`src/inc/cltl_pkg.sv`:
```
// Constants shared by the CAN and LIN transceiver digital side.
// Assumes a 100 MHz system clock and a synchronous active-high reset.
package cltl_pkg;
  localparam int CLK_MHZ = 100;
  // LIN dominant timeout, in microseconds.
  localparam int LIN_DOM_TIMEOUT_US = 5000;
  localparam int LIN_DOM_TIMEOUT_CYC = LIN_DOM_TIMEOUT_US * CLK_MHZ;
  // CAN dominant timeout, in microseconds.
  localparam int CAN_DOM_TIMEOUT_US = 1000;
  localparam int CAN_DOM_TIMEOUT_CYC = CAN_DOM_TIMEOUT_US * CLK_MHZ;
  localparam int TMO_W = 32;
  localparam logic [TMO_W-1:0] TMO_ZERO = 32'h0000_0000;
  localparam logic [TMO_W-1:0] TMO_ONE = 32'h0000_0001;
  // Line levels.
  localparam logic LVL_DOM = 1'b0;
  localparam logic LVL_REC = 1'b1;
  localparam logic [2:0] SYNC_INIT = 3'h7;
  // LIN rate selection.
  typedef enum logic [1:0] {
    CLTL_RATE_NORMAL = 2'h0,
    CLTL_RATE_SLOW = 2'h1,
    CLTL_RATE_FAST = 2'h3
  } cltl_rate_t;
  localparam int RATE_NORMAL_KBPS = 20;
  localparam int RATE_SLOW_KBPS = 10;
  localparam int RATE_FAST_KBPS = 100;
  // Dominant guard states, Gray coded.
  typedef enum logic [1:0] {
    CLTL_G_IDLE = 2'h0,
    CLTL_G_DOM = 2'h1,
    CLTL_G_LOCK = 2'h3
  } cltl_guard_t;
endpackage : cltl_pkg

```
`src/core/cltl_dom_guard.sv`:
```
// Dominant-timeout guard for one transmit input.
// Assumes tx_dom comes already synchronised to clk_sys.
`timescale 1ns/1ps
`default_nettype none
module cltl_dom_guard #(
  parameter int TIMEOUT_CYC = 500000
) (
  input wire logic clk_sys,
  input wire logic reset,
  input wire logic tx_dom,
  output logic drive_en,
  output logic locked
);
  import cltl_pkg::*;
  localparam logic [TMO_W-1:0] LIMIT = TMO_W'(TIMEOUT_CYC);
  cltl_guard_t state_reg;
  logic [TMO_W-1:0] cnt_reg;

  always_ff @(posedge clk_sys) begin
    if (reset) begin
      state_reg <= CLTL_G_IDLE;
      cnt_reg <= TMO_ZERO;
    end else begin
      case (state_reg)
        CLTL_G_IDLE: begin
          cnt_reg <= TMO_ZERO;
          if (tx_dom) begin
            state_reg <= CLTL_G_DOM;
            cnt_reg <= TMO_ONE;
          end
        end
        CLTL_G_DOM: begin
          if (!tx_dom) begin
            state_reg <= CLTL_G_IDLE;
          end else if (cnt_reg >= LIMIT) begin
            state_reg <= CLTL_G_LOCK;
          end else begin
            cnt_reg <= cnt_reg + TMO_ONE;
          end
        end
        CLTL_G_LOCK: begin
          if (!tx_dom) begin
            state_reg <= CLTL_G_IDLE;
          end
        end
        default: begin
          state_reg <= CLTL_G_IDLE;
        end
      endcase
    end
  end

  assign locked = (state_reg == CLTL_G_LOCK);
  assign drive_en = tx_dom && !locked;
endmodule : cltl_dom_guard
`default_nettype wire

```
`src/core/cltl_core.sv`:
```
// Digital side of the CAN FD and LIN transceivers.
// Assumes asynchronous pin inputs; bus drive outputs go to analog drivers.
`timescale 1ns/1ps
`default_nettype none
// Function
// - CAN transmit high or floating keeps both CAN drivers off in normal mode.
// - CAN transmit low in normal mode switches both CAN drivers on.
// - CAN driving is disabled when transmit stays dominant past the CAN timeout.
// - CAN receive is push-pull bus level in normal mode and released in low-power-off.
// - In low-power-off the CAN drivers are off and transmit reads low.
// - LIN transistor is off for transmit high and on for transmit low in normal mode.
// - LIN driving is disabled when transmit stays dominant past the LIN timeout.
// - The LIN dominant timeout is nominally 5.0 ms.
// - LIN receive is push-pull bus level in normal mode and released in low-power-off.
// - LIN rate selects 20 kbit/s normal, 10 kbit/s slow or 100 kbit/s fast.
// - In low-power-off the LIN transistor is off and the line sits high.
module cltl_core #(
  parameter int CAN_TMO_CYC = cltl_pkg::CAN_DOM_TIMEOUT_CYC,
  parameter int LIN_TMO_CYC = cltl_pkg::LIN_DOM_TIMEOUT_CYC
) (
  input wire logic clk_sys,
  input wire logic reset,
  input wire logic low_power_off_mode,
  input wire logic can_tx_in,
  input wire logic can_bus_rx_level,
  output logic can_h_drive,
  output logic can_l_drive,
  output logic can_rx_out,
  output logic can_rx_oe_n,
  output logic can_timeout,
  input wire logic lin_tx_in,
  input wire logic lin_bus_rx_level,
  input wire cltl_pkg::cltl_rate_t lin_rate_sel,
  output logic lin_drive,
  output logic lin_rx_out,
  output logic lin_rx_oe_n,
  output logic lin_timeout,
  output logic [1:0] lin_slope_sel,
  output logic [6:0] lin_rate_kbps
);
  import cltl_pkg::*;

  // ==========================================================
  // Input synchronisers
  logic [2:0] can_tx_sync_reg;
  logic [2:0] lin_tx_sync_reg;
  logic [2:0] can_rx_sync_reg;
  logic [2:0] lin_rx_sync_reg;
  logic [2:0] lpo_sync_reg;
  logic can_tx_reg;
  logic lin_tx_reg;
  logic can_bus_reg;
  logic lin_bus_reg;
  logic lpo_reg;

  always_ff @(posedge clk_sys) begin
    if (reset) begin
      can_tx_sync_reg <= SYNC_INIT;
      lin_tx_sync_reg <= SYNC_INIT;
      can_rx_sync_reg <= SYNC_INIT;
      lin_rx_sync_reg <= SYNC_INIT;
      lpo_sync_reg <= 3'h0;
    end else begin
      can_tx_sync_reg <= {can_tx_sync_reg[1:0], can_tx_in};
      lin_tx_sync_reg <= {lin_tx_sync_reg[1:0], lin_tx_in};
      can_rx_sync_reg <= {can_rx_sync_reg[1:0], can_bus_rx_level};
      lin_rx_sync_reg <= {lin_rx_sync_reg[1:0], lin_bus_rx_level};
      lpo_sync_reg <= {lpo_sync_reg[1:0], low_power_off_mode};
    end
  end

  // A change counts once stages two and three agree.
  always_ff @(posedge clk_sys) begin
    if (reset) begin
      can_tx_reg <= LVL_REC;
      lin_tx_reg <= LVL_REC;
      can_bus_reg <= LVL_REC;
      lin_bus_reg <= LVL_REC;
      lpo_reg <= 1'b0;
    end else begin
      if (can_tx_sync_reg[1] == can_tx_sync_reg[2]) begin
        can_tx_reg <= can_tx_sync_reg[2];
      end
      if (lin_tx_sync_reg[1] == lin_tx_sync_reg[2]) begin
        lin_tx_reg <= lin_tx_sync_reg[2];
      end
      if (can_rx_sync_reg[1] == can_rx_sync_reg[2]) begin
        can_bus_reg <= can_rx_sync_reg[2];
      end
      if (lin_rx_sync_reg[1] == lin_rx_sync_reg[2]) begin
        lin_bus_reg <= lin_rx_sync_reg[2];
      end
      if (lpo_sync_reg[1] == lpo_sync_reg[2]) begin
        lpo_reg <= lpo_sync_reg[2];
      end
    end
  end

  // ==========================================================
  // Dominant guards
  logic can_dom;
  logic lin_dom;
  logic can_en;
  logic lin_en;
  logic can_lock;
  logic lin_lock;

  assign can_dom = (can_tx_reg == LVL_DOM) && !lpo_reg;
  assign lin_dom = (lin_tx_reg == LVL_DOM) && !lpo_reg;

  cltl_dom_guard #(
    .TIMEOUT_CYC(CAN_TMO_CYC)
  ) u_can_guard (
    .clk_sys(clk_sys),
    .reset(reset),
    .tx_dom(can_dom),
    .drive_en(can_en),
    .locked(can_lock)
  );

  cltl_dom_guard #(
    .TIMEOUT_CYC(LIN_TMO_CYC)
  ) u_lin_guard (
    .clk_sys(clk_sys),
    .reset(reset),
    .tx_dom(lin_dom),
    .drive_en(lin_en),
    .locked(lin_lock)
  );

  // ==========================================================
  // Bus drive and receive outputs
  // CAN driver control.
  always_ff @(posedge clk_sys) begin
    if (reset) begin
      can_h_drive <= 1'b0;
      can_l_drive <= 1'b0;
      can_timeout <= 1'b0;
    end else begin
      can_h_drive <= can_en;
      can_l_drive <= can_en;
      can_timeout <= can_lock;
    end
  end

  always_ff @(posedge clk_sys) begin
    if (reset) begin
      lin_drive <= 1'b0;
      lin_timeout <= 1'b0;
    end else begin
      lin_drive <= lin_en;
      lin_timeout <= lin_lock;
    end
  end

  always_ff @(posedge clk_sys) begin
    if (reset) begin
      can_rx_out <= LVL_REC;
      lin_rx_out <= LVL_REC;
      can_rx_oe_n <= 1'b1;
      lin_rx_oe_n <= 1'b1;
    end else begin
      can_rx_out <= can_bus_reg;
      lin_rx_out <= lin_bus_reg;
      can_rx_oe_n <= lpo_reg;
      lin_rx_oe_n <= lpo_reg;
    end
  end

  // ==========================================================
  // LIN rate selection
  // Rate decode.
  always_ff @(posedge clk_sys) begin
    if (reset) begin
      lin_slope_sel <= CLTL_RATE_NORMAL;
      lin_rate_kbps <= 7'(RATE_NORMAL_KBPS);
    end else begin
      case (lin_rate_sel)
        CLTL_RATE_SLOW: begin
          lin_slope_sel <= CLTL_RATE_SLOW;
          lin_rate_kbps <= 7'(RATE_SLOW_KBPS);
        end
        CLTL_RATE_FAST: begin
          lin_slope_sel <= CLTL_RATE_FAST;
          lin_rate_kbps <= 7'(RATE_FAST_KBPS);
        end
        default: begin
          lin_slope_sel <= CLTL_RATE_NORMAL;
          lin_rate_kbps <= 7'(RATE_NORMAL_KBPS);
        end
      endcase
    end
  end
endmodule : cltl_core
`default_nettype wire

```
`config.mk`:
```
export PLATFORM = sky130hd
export DESIGN_NAME = cltl_core
export DESIGN_NICKNAME = d
export VERILOG_FILES = /design/src/inc/cltl_pkg.sv /design/src/core/cltl_dom_guard.sv /design/src/core/cltl_core.sv
export SDC_FILE = /design/constraint.sdc
export NUM_CORES = 1
export LEC_CHECK = 0
export ABC_AREA = 1
export BUFFER_PORTS_ARGS = -buffer_cell sky130_fd_sc_hd__buf_4
export CAP_MARGIN = 20
export CORE_MARGIN = 1.5
export CORE_UTILIZATION = 30
export CTS_CLUSTER_SIZE = 20
export DETAILED_ROUTE_END_ITERATION = 16
export SYNTH_ARGS = -nofsm -noshare
export SYNTH_HDL_FRONTEND = slang
export SYNTH_SLANG_ARGS = --single-unit
```
`constraint.sdc`:
```
create_clock -name clk_sys -period 2.2 [get_ports clk_sys]
set_input_delay 0.22 -clock clk_sys [delete_from_list [all_inputs] [get_ports clk_sys]]
set_output_delay 0.22 -clock clk_sys [all_outputs]
set_load 0.02 [all_outputs]
```
==> results of run 1 <==
==> final cells by class <==
cell class	instances	area share (%)
multi-input cells	421	43.1
flip-flops and latches	100	37.0
well taps	211	4.88
repair buffers	32	4.68
inverters	65	4.51
clock buffers	9	4.17
clock inverters	7	1.64
==> layout by cell type (no fill, tap or decap), types with 7 or more instances in the layout <==
| cell type | netlist | routed |
|---|---|---|
| a21oi_1 | 15 | 15 |
| a21oi_2 | 28 | 28 |
| buf_4 | 8 | 31 |
| clkbuf_16 | 0 | 9 |
| dfxtp_1 | 100 | 100 |
| inv_1 | 58 | 58 |
| nand2_1 | 88 | 88 |
| nand2_2 | 31 | 31 |
| nand3_1 | 54 | 54 |
| nand4_1 | 9 | 9 |
| nor2_1 | 97 | 97 |
| nor3_1 | 18 | 18 |
| nor3_2 | 15 | 15 |
| o21ai_0 | 7 | 7 |
| or2_2 | 15 | 15 |
| xnor2_1 | 7 | 7 |
| xor2_1 | 13 | 13 |
==> worst paths after layout <==
kind                            slack, ps  cells after the start                      to
worst min-delay path                   40                      2        lin_rate_kbps[3]
worst max-delay path                  340                      9  u_can_guard.cnt_reg[0]
worst max register to register        340                      9  u_can_guard.cnt_reg[0]
worst min register to register        400                      2         lpo_sync_reg[1]
==> cells by family (layout without fill, tap and decap cells) <==
logic type	count (synthesis)	after routing	synth area share, %
simple gates	341	341	35.7
flops	100	100	41.8
buf+inv	93	113	9.49
compound gates	55	55	8.16
xor+xnor	20	20	3.66
fa+ha+maj	4	4	1.05
other cells	1	1	0.0784
==> report_power, final <==
part           switching (mW)  internal, mW
Clock                   0.797         0.824
Combinational          0.0591        0.0322
Sequential            0.00628          1.82
==> routing by layer <==
layer / global-route usage [%] / share of wire, % / wire (um)
met5: 0 / 0 / 0
met4: 2.91 / 0.83 / 77
met3: 3.88 / 3.5 / 327
met2: 18.8 / 45 / 4180
met1: 16.8 / 50 / 4640
==> metrics by stage <==
stage	utilization, %	instances	area (um2)
2_1_floorplan	-	614	4780
3_3_place_gp	33.1	829	5090
3_5_place_dp	33.1	829	5090
4_1_cts	35.2	845	5410
5_1_grt	35.2	845	5410
6_report	35.2	845	5410
==> worst reg2reg max path, delay by kind of cell, from the launching register on <==
family        cells  cell delay (ps)
simple gates      7             1080
flops             1              420
buf+inv           2              260
==> impl_metrics.tcl, run 1 <==
set metrics [dict create \
    status "completed" \
    synth_flop_cell "dfxtp_1" \
    die-area_um2 16700 \
    critPathSlowestCell "dfxtp_1" \
    setup_total_negative_slack_ps 0 \
    worst_setup_path_end_kind "register" \
    tritoncts "yes" \
    fillers 1600 \
    finalMaxSlewViolations 0 \
    maximum_resistive_drop_on_vdd_mv 0.366 \
    all_layer_global_routing_usage_pct 12.3 \
    global_route_wire_length_before_repair_um 16600 \
    postSynthNetCount 627 \
    yosys-top-cells-count "dfxtp_1 (100), nor2_1 (97), nand2_1 (88), inv_1 (58), nand3_1 (54)" \
    post-synth-top-area-cell "dfxtp_1" \
    max_slew.worst_pin.slew_ps 644 \
    grt_overflow 0 \
    postSynthCellCount 614 \
    crit_buf_inv 2 \
    placementRows 45 \
    antenna_violations_before_repair 0 \
    start_util_pct 31.1 \
    avgSynthCellArea_um2 7.79 \
    design.portCount 27 \
    grt_start_max_net_pins 49 \
    worstSetupStartpoint "u_can_guard.cnt_reg[8]" \
    routed_wire_length_per_instance_um 10.9 \
    final_min_period_over_clock_period_pct 84.8 \
    cts.hold.buffers_added 0 \
    cts_buffer_depth 2 \
    final_total_power_mw 3.54 \
    horizontal_die_dimension_um 129 \
    count_of_max_cap_constraint_violations 0 \
    sequential_share_of_the_synthesized_area_pct 41.8 \
    clk_pin_slew_worst_paths_ps 80 \
    timing.critical_path.from_type "register" \
    gp_congestion 0.798 \
    detail_route.drc_violations 0 \
    maximum_clock_skew_at_final_layout_ps 6.85 \
    synth_to_layout_area_growth_pct 13.0 \
    post-synth-top-area-fraction_pct 41.8 \
    crit_required_ps 2460 \
    post_cts_resized 0 \
    tritoncts_num_sinks 100 \
    antenna_violating_nets_left 0 \
    leakagePower_nw 1.75 \
    drt-initial-drc-count 237 \
    placement.setup.worst_slack_ps 325 \
    ys_ff_latch 100 \
    synth_enable_flop_cells 0 \
    final_critical_path_setup_slack_ps 335 \
    dp_hpwl_um 6090 \
    drive_above_1_share_pct 24.4 \
    drt-vias-per-instance 4.39 \
    cts-root-buf "clkbuf_16" \
    synth-warning-count 0 \
    first_global_vias 3488 \
    timing.final.hold_violations 0 \
    rsz0062_at_grt "false" \
    slew-limit-headroom_pct 57.0 \
    finalSetupViolCount 0 \
    drt_wl_total_um 9230 \
    timing.critical_path.arrival_ps 2120 \
    detailedRoute.firstPassIterationCount 6 \
    fp.dieH_um 129 \
    diodes 0 \
    fin_nets 642 \
    cts-htree-levels 3 \
    ys_types 35 \
    timing.critical_path.slowest_cell_delay_ps 420 \
    core-area_um2 15400 \
    portBuffers 25 \
    hold-worst-slack_ps 41.6 \
    cp_top_family "simple AND/OR/NAND/NOR gates" \
    insertion_delay_ps 350 \
    fmax_ghz 0.536 \
    multi_input_comb_area_um2 2330 \
    crit_chain "inv_1, nand4_1, nor2_1, nor2_2, nand3_4, nand2_4, inv_2, nor2_1, nor2_1" \
    post_synth_instance_area_um2 4780 \
    power-per-cell-area_nw_per_um2 655 \
    hold_start "lin_rate_sel[1]" \
    synth_async_sr_flop_share_pct 0 \
    min_period_ps 1860 \
    crit_fanout 27 \
    worst_hold_path_type "in -> reg" \
    worst_path_most_repeated_cell "nor2_1" \
    reg_to_reg_startpoint "u_can_guard.cnt_reg[8]" \
    criticalPathCategory "reg -> reg" \
    sequential_cell_area_um2 2000 \
    synth.most_common_cell "dfxtp_1" \
    synth_top_cells_by_area "dfxtp_1 (42%), nor2_1 (7.6%), nand2_1 (6.9%)" \
    numCtsBuffers 9 \
    routed-via-count 3711 \
    cts.repair_timing.setup_buffer_count 0 \
]
Power figures use the tool's default switching activity.
==> run 2: changes to the inputs <==
==> constraint.sdc (replaced) <==
create_clock -name clk_sys -period 1.7 [get_ports clk_sys]
set_input_delay 0.17 -clock clk_sys [delete_from_list [all_inputs] [get_ports clk_sys]]
set_output_delay 0.17 -clock clk_sys [all_outputs]
set_load 0.02 [all_outputs]
==> run 2 against run 1 <==
Compared with the run above:
- first-iteration DRC count is 27% lower
- final area up 4.8%
- clock skew increased by 1.3 ps
- final cell count grew 2.6%
- hold slack lost 17 ps
- clock power is 25% higher
- critical path depth fell by 1
- largest cell class unchanged
- combinational power is 42% higher
- highest routed layer unchanged
- clock-buffer cell count unchanged
==> impl_metrics.tcl, run 2 (synthesis results as in run 1) <==
set metrics [dict create \
    status "completed" \
    min_period_ps 1560 \
    crit-reg2reg-capture "u_lin_guard.cnt_reg[9]" \
    timing.critical_path.slowest_cell_delay_ps 410 \
    drt-vias-per-instance 4.36 \
    critical_path.endpoint "u_lin_guard.cnt_reg[9]" \
    fmax_ghz 0.639 \
    worstSetupStartpoint "u_lin_guard.cnt_reg[5]" \
    maximum_resistive_drop_on_vdd_mv 0.457 \
    criticalPathCategory "reg -> reg" \
    core_utilization_of_the_finished_layout_pct 36.9 \
    sequential_cell_area_um2 2010 \
    synth_to_layout_area_growth_pct 18.4 \
    routed_wire_length_per_instance_um 10.7 \
    crit_required_ps 1920 \
    cts-root-buf "clkbuf_16" \
    cts-htree-levels 3 \
    final_total_power_mw 4.52 \
    final_min_period_over_clock_period_pct 92.0 \
    crit_chain "nand2_1, nor2_1, nand2_1, nor2_1, xor2_1, nor2_1, nand2_1, a21oi_1" \
    critical_path_cell_count 8 \
    antenna_violations_before_repair 0 \
    start_util_pct 31.1 \
    cts_buffer_depth 2 \
    fillers 1608 \
    finalSetupViolCount 0 \
    horizontal_die_dimension_um 129 \
    diodes 0 \
    timing.reg2reg.setup_slack_ps 140 \
    design.portCount 27 \
    power-per-cell-area_nw_per_um2 797 \
    detailedRoute.firstPassIterationCount 4 \
    first_global_vias 3358 \
    dp_hpwl_um 6560 \
    maximum_clock_skew_at_final_layout_ps 8.19 \
    timing.critical_path.arrival_ps 1790 \
    tritoncts_num_sinks 100 \
    crit_buf_inv 0 \
    mostFrequentLayoutCells "nor2_1 (95), dfxtp_1 (94), nand2_1 (87)" \
    gr-usage-met1_pct 16.5 \
    tritoncts "yes" \
    final_design_area_no_fill_um2 5670 \
    timing.critical_path.from_type "register" \
    multi_input_comb_area_um2 2390 \
    grt_overflow 0 \
    antenna_violating_nets_left 0 \
    reg_to_reg_startpoint "u_lin_guard.cnt_reg[5]" \
    finalMaxSlewViolations 0 \
    placementRows 45 \
    die-area_um2 16700 \
    drive_above_1_share_pct 28.0 \
    insertion_delay_ps 350 \
    final_critical_path_setup_slack_ps 135 \
    fin_nets 664 \
    routed-via-count 3779 \
    rr_worst_depth 8 \
    cp_top_family "simple AND/OR/NAND/NOR gates" \
    numCtsBuffers 9 \
    all_layer_global_routing_usage_pct 11.9 \
    timing.final.hold_violations 0 \
    gp_congestion 0.877 \
    crit_fanout 5 \
    detail_route.drc_violations 0 \
    worst_setup_path_end_kind "register" \
    drt_wl_total_um 9300 \
    cell_area_after_placement_um2 5210 \
    clk_pin_slew_worst_paths_ps 70 \
    placement.setup.worst_slack_ps 67.3 \
    portBuffers 25 \
    final_common_cell "nor2_1" \
    global_route_wire_length_before_repair_um 16200 \
    globalRouteMet2Util_pct 18.4 \
    critPathSlowestCell "dfxtp_1" \
    worst_hold_path_type "in -> reg" \
    leakagePower_nw 1.88 \
    grt_busiest_layer "met2" \
    grt_start_max_net_pins 31 \
    count_of_max_cap_constraint_violations 0 \
    core-area_um2 15400 \
    fp.dieH_um 129 \
    drt-initial-drc-count 173 \
    grt_util_met3_pct 2.97 \
]
run 2: changes by cell type in the layout (fill, tap and decap cells not counted), sizes merged:
| cell | change |
|---|---|
| clkinv | -1 |
| buf | +17 |
| dlygate4sd3 | +5 |
| clkinvlp | +1 |
run 2: metrics by stage:
step	std cells	TNS, ps	hold slack [ps]
finish	867	0	24.8
global route	867	-21.3	44.4
CTS	863	0	20.6
detailed placement	842	0	355
global placement	842	0	354
floorplan	614	0	253
run 2: tightest hold or removal path, stage by stage:
cell	delay, ps
buf_4	80
inv_1	30
nor2_1	60
run 2: layout make-up:
class | instances | area share (%)
sequential | 100 | 35.5
clock inverter | 7 | 1.37
inverter | 65 | 4.31
tap | 211 | 4.66
timing repair buffer | 54 | 8.04
multi-input combinational | 421 | 42.2
clock buffer | 9 | 3.98
run 2: layer usage:
metal  wire (um)  vias up
met5           0        -
met2        4160       35
met3         242        9
met1        4820     1724
li1            -     2011
met4          80        0
run 2: how the worst min path moves through the flow:
stage          slack [ps]  depth (start not counted)          endpoint          startpoint
3_5_place_dp          360                          2  lin_rate_kbps[3]     lin_rate_sel[1]
4_1_cts                20                          3   lpo_sync_reg[0]  low_power_off_mode
2_1_floorplan         250                          1  lin_rate_kbps[3]     lin_rate_sel[1]
5_1_grt                40                          3   lpo_sync_reg[0]  low_power_off_mode
6_report               20                          3   lpo_sync_reg[0]  low_power_off_mode
3_3_place_gp          350                          2  lin_rate_kbps[3]     lin_rate_sel[1]
run 2: power by group:
part           switching [mW]  internal [mW]  total (mW)  leakage, nW
clock                   0.973           1.04        2.02        0.144
sequential            0.00839           2.36        2.37        0.813
combinational          0.0779         0.0518       0.130        0.920
run 2: timing repair:
item / 4_1_cts / 5_1_grt
gates resized for setup: 1 / 17
setup endpoints to repair: 1 / 24
cloned: 0 / 0
buffers inserted: 0 / 4
endpoints found under the hold margin: 5 / 0
hold buffers: 5 / 0
pin swaps: 0 / 1
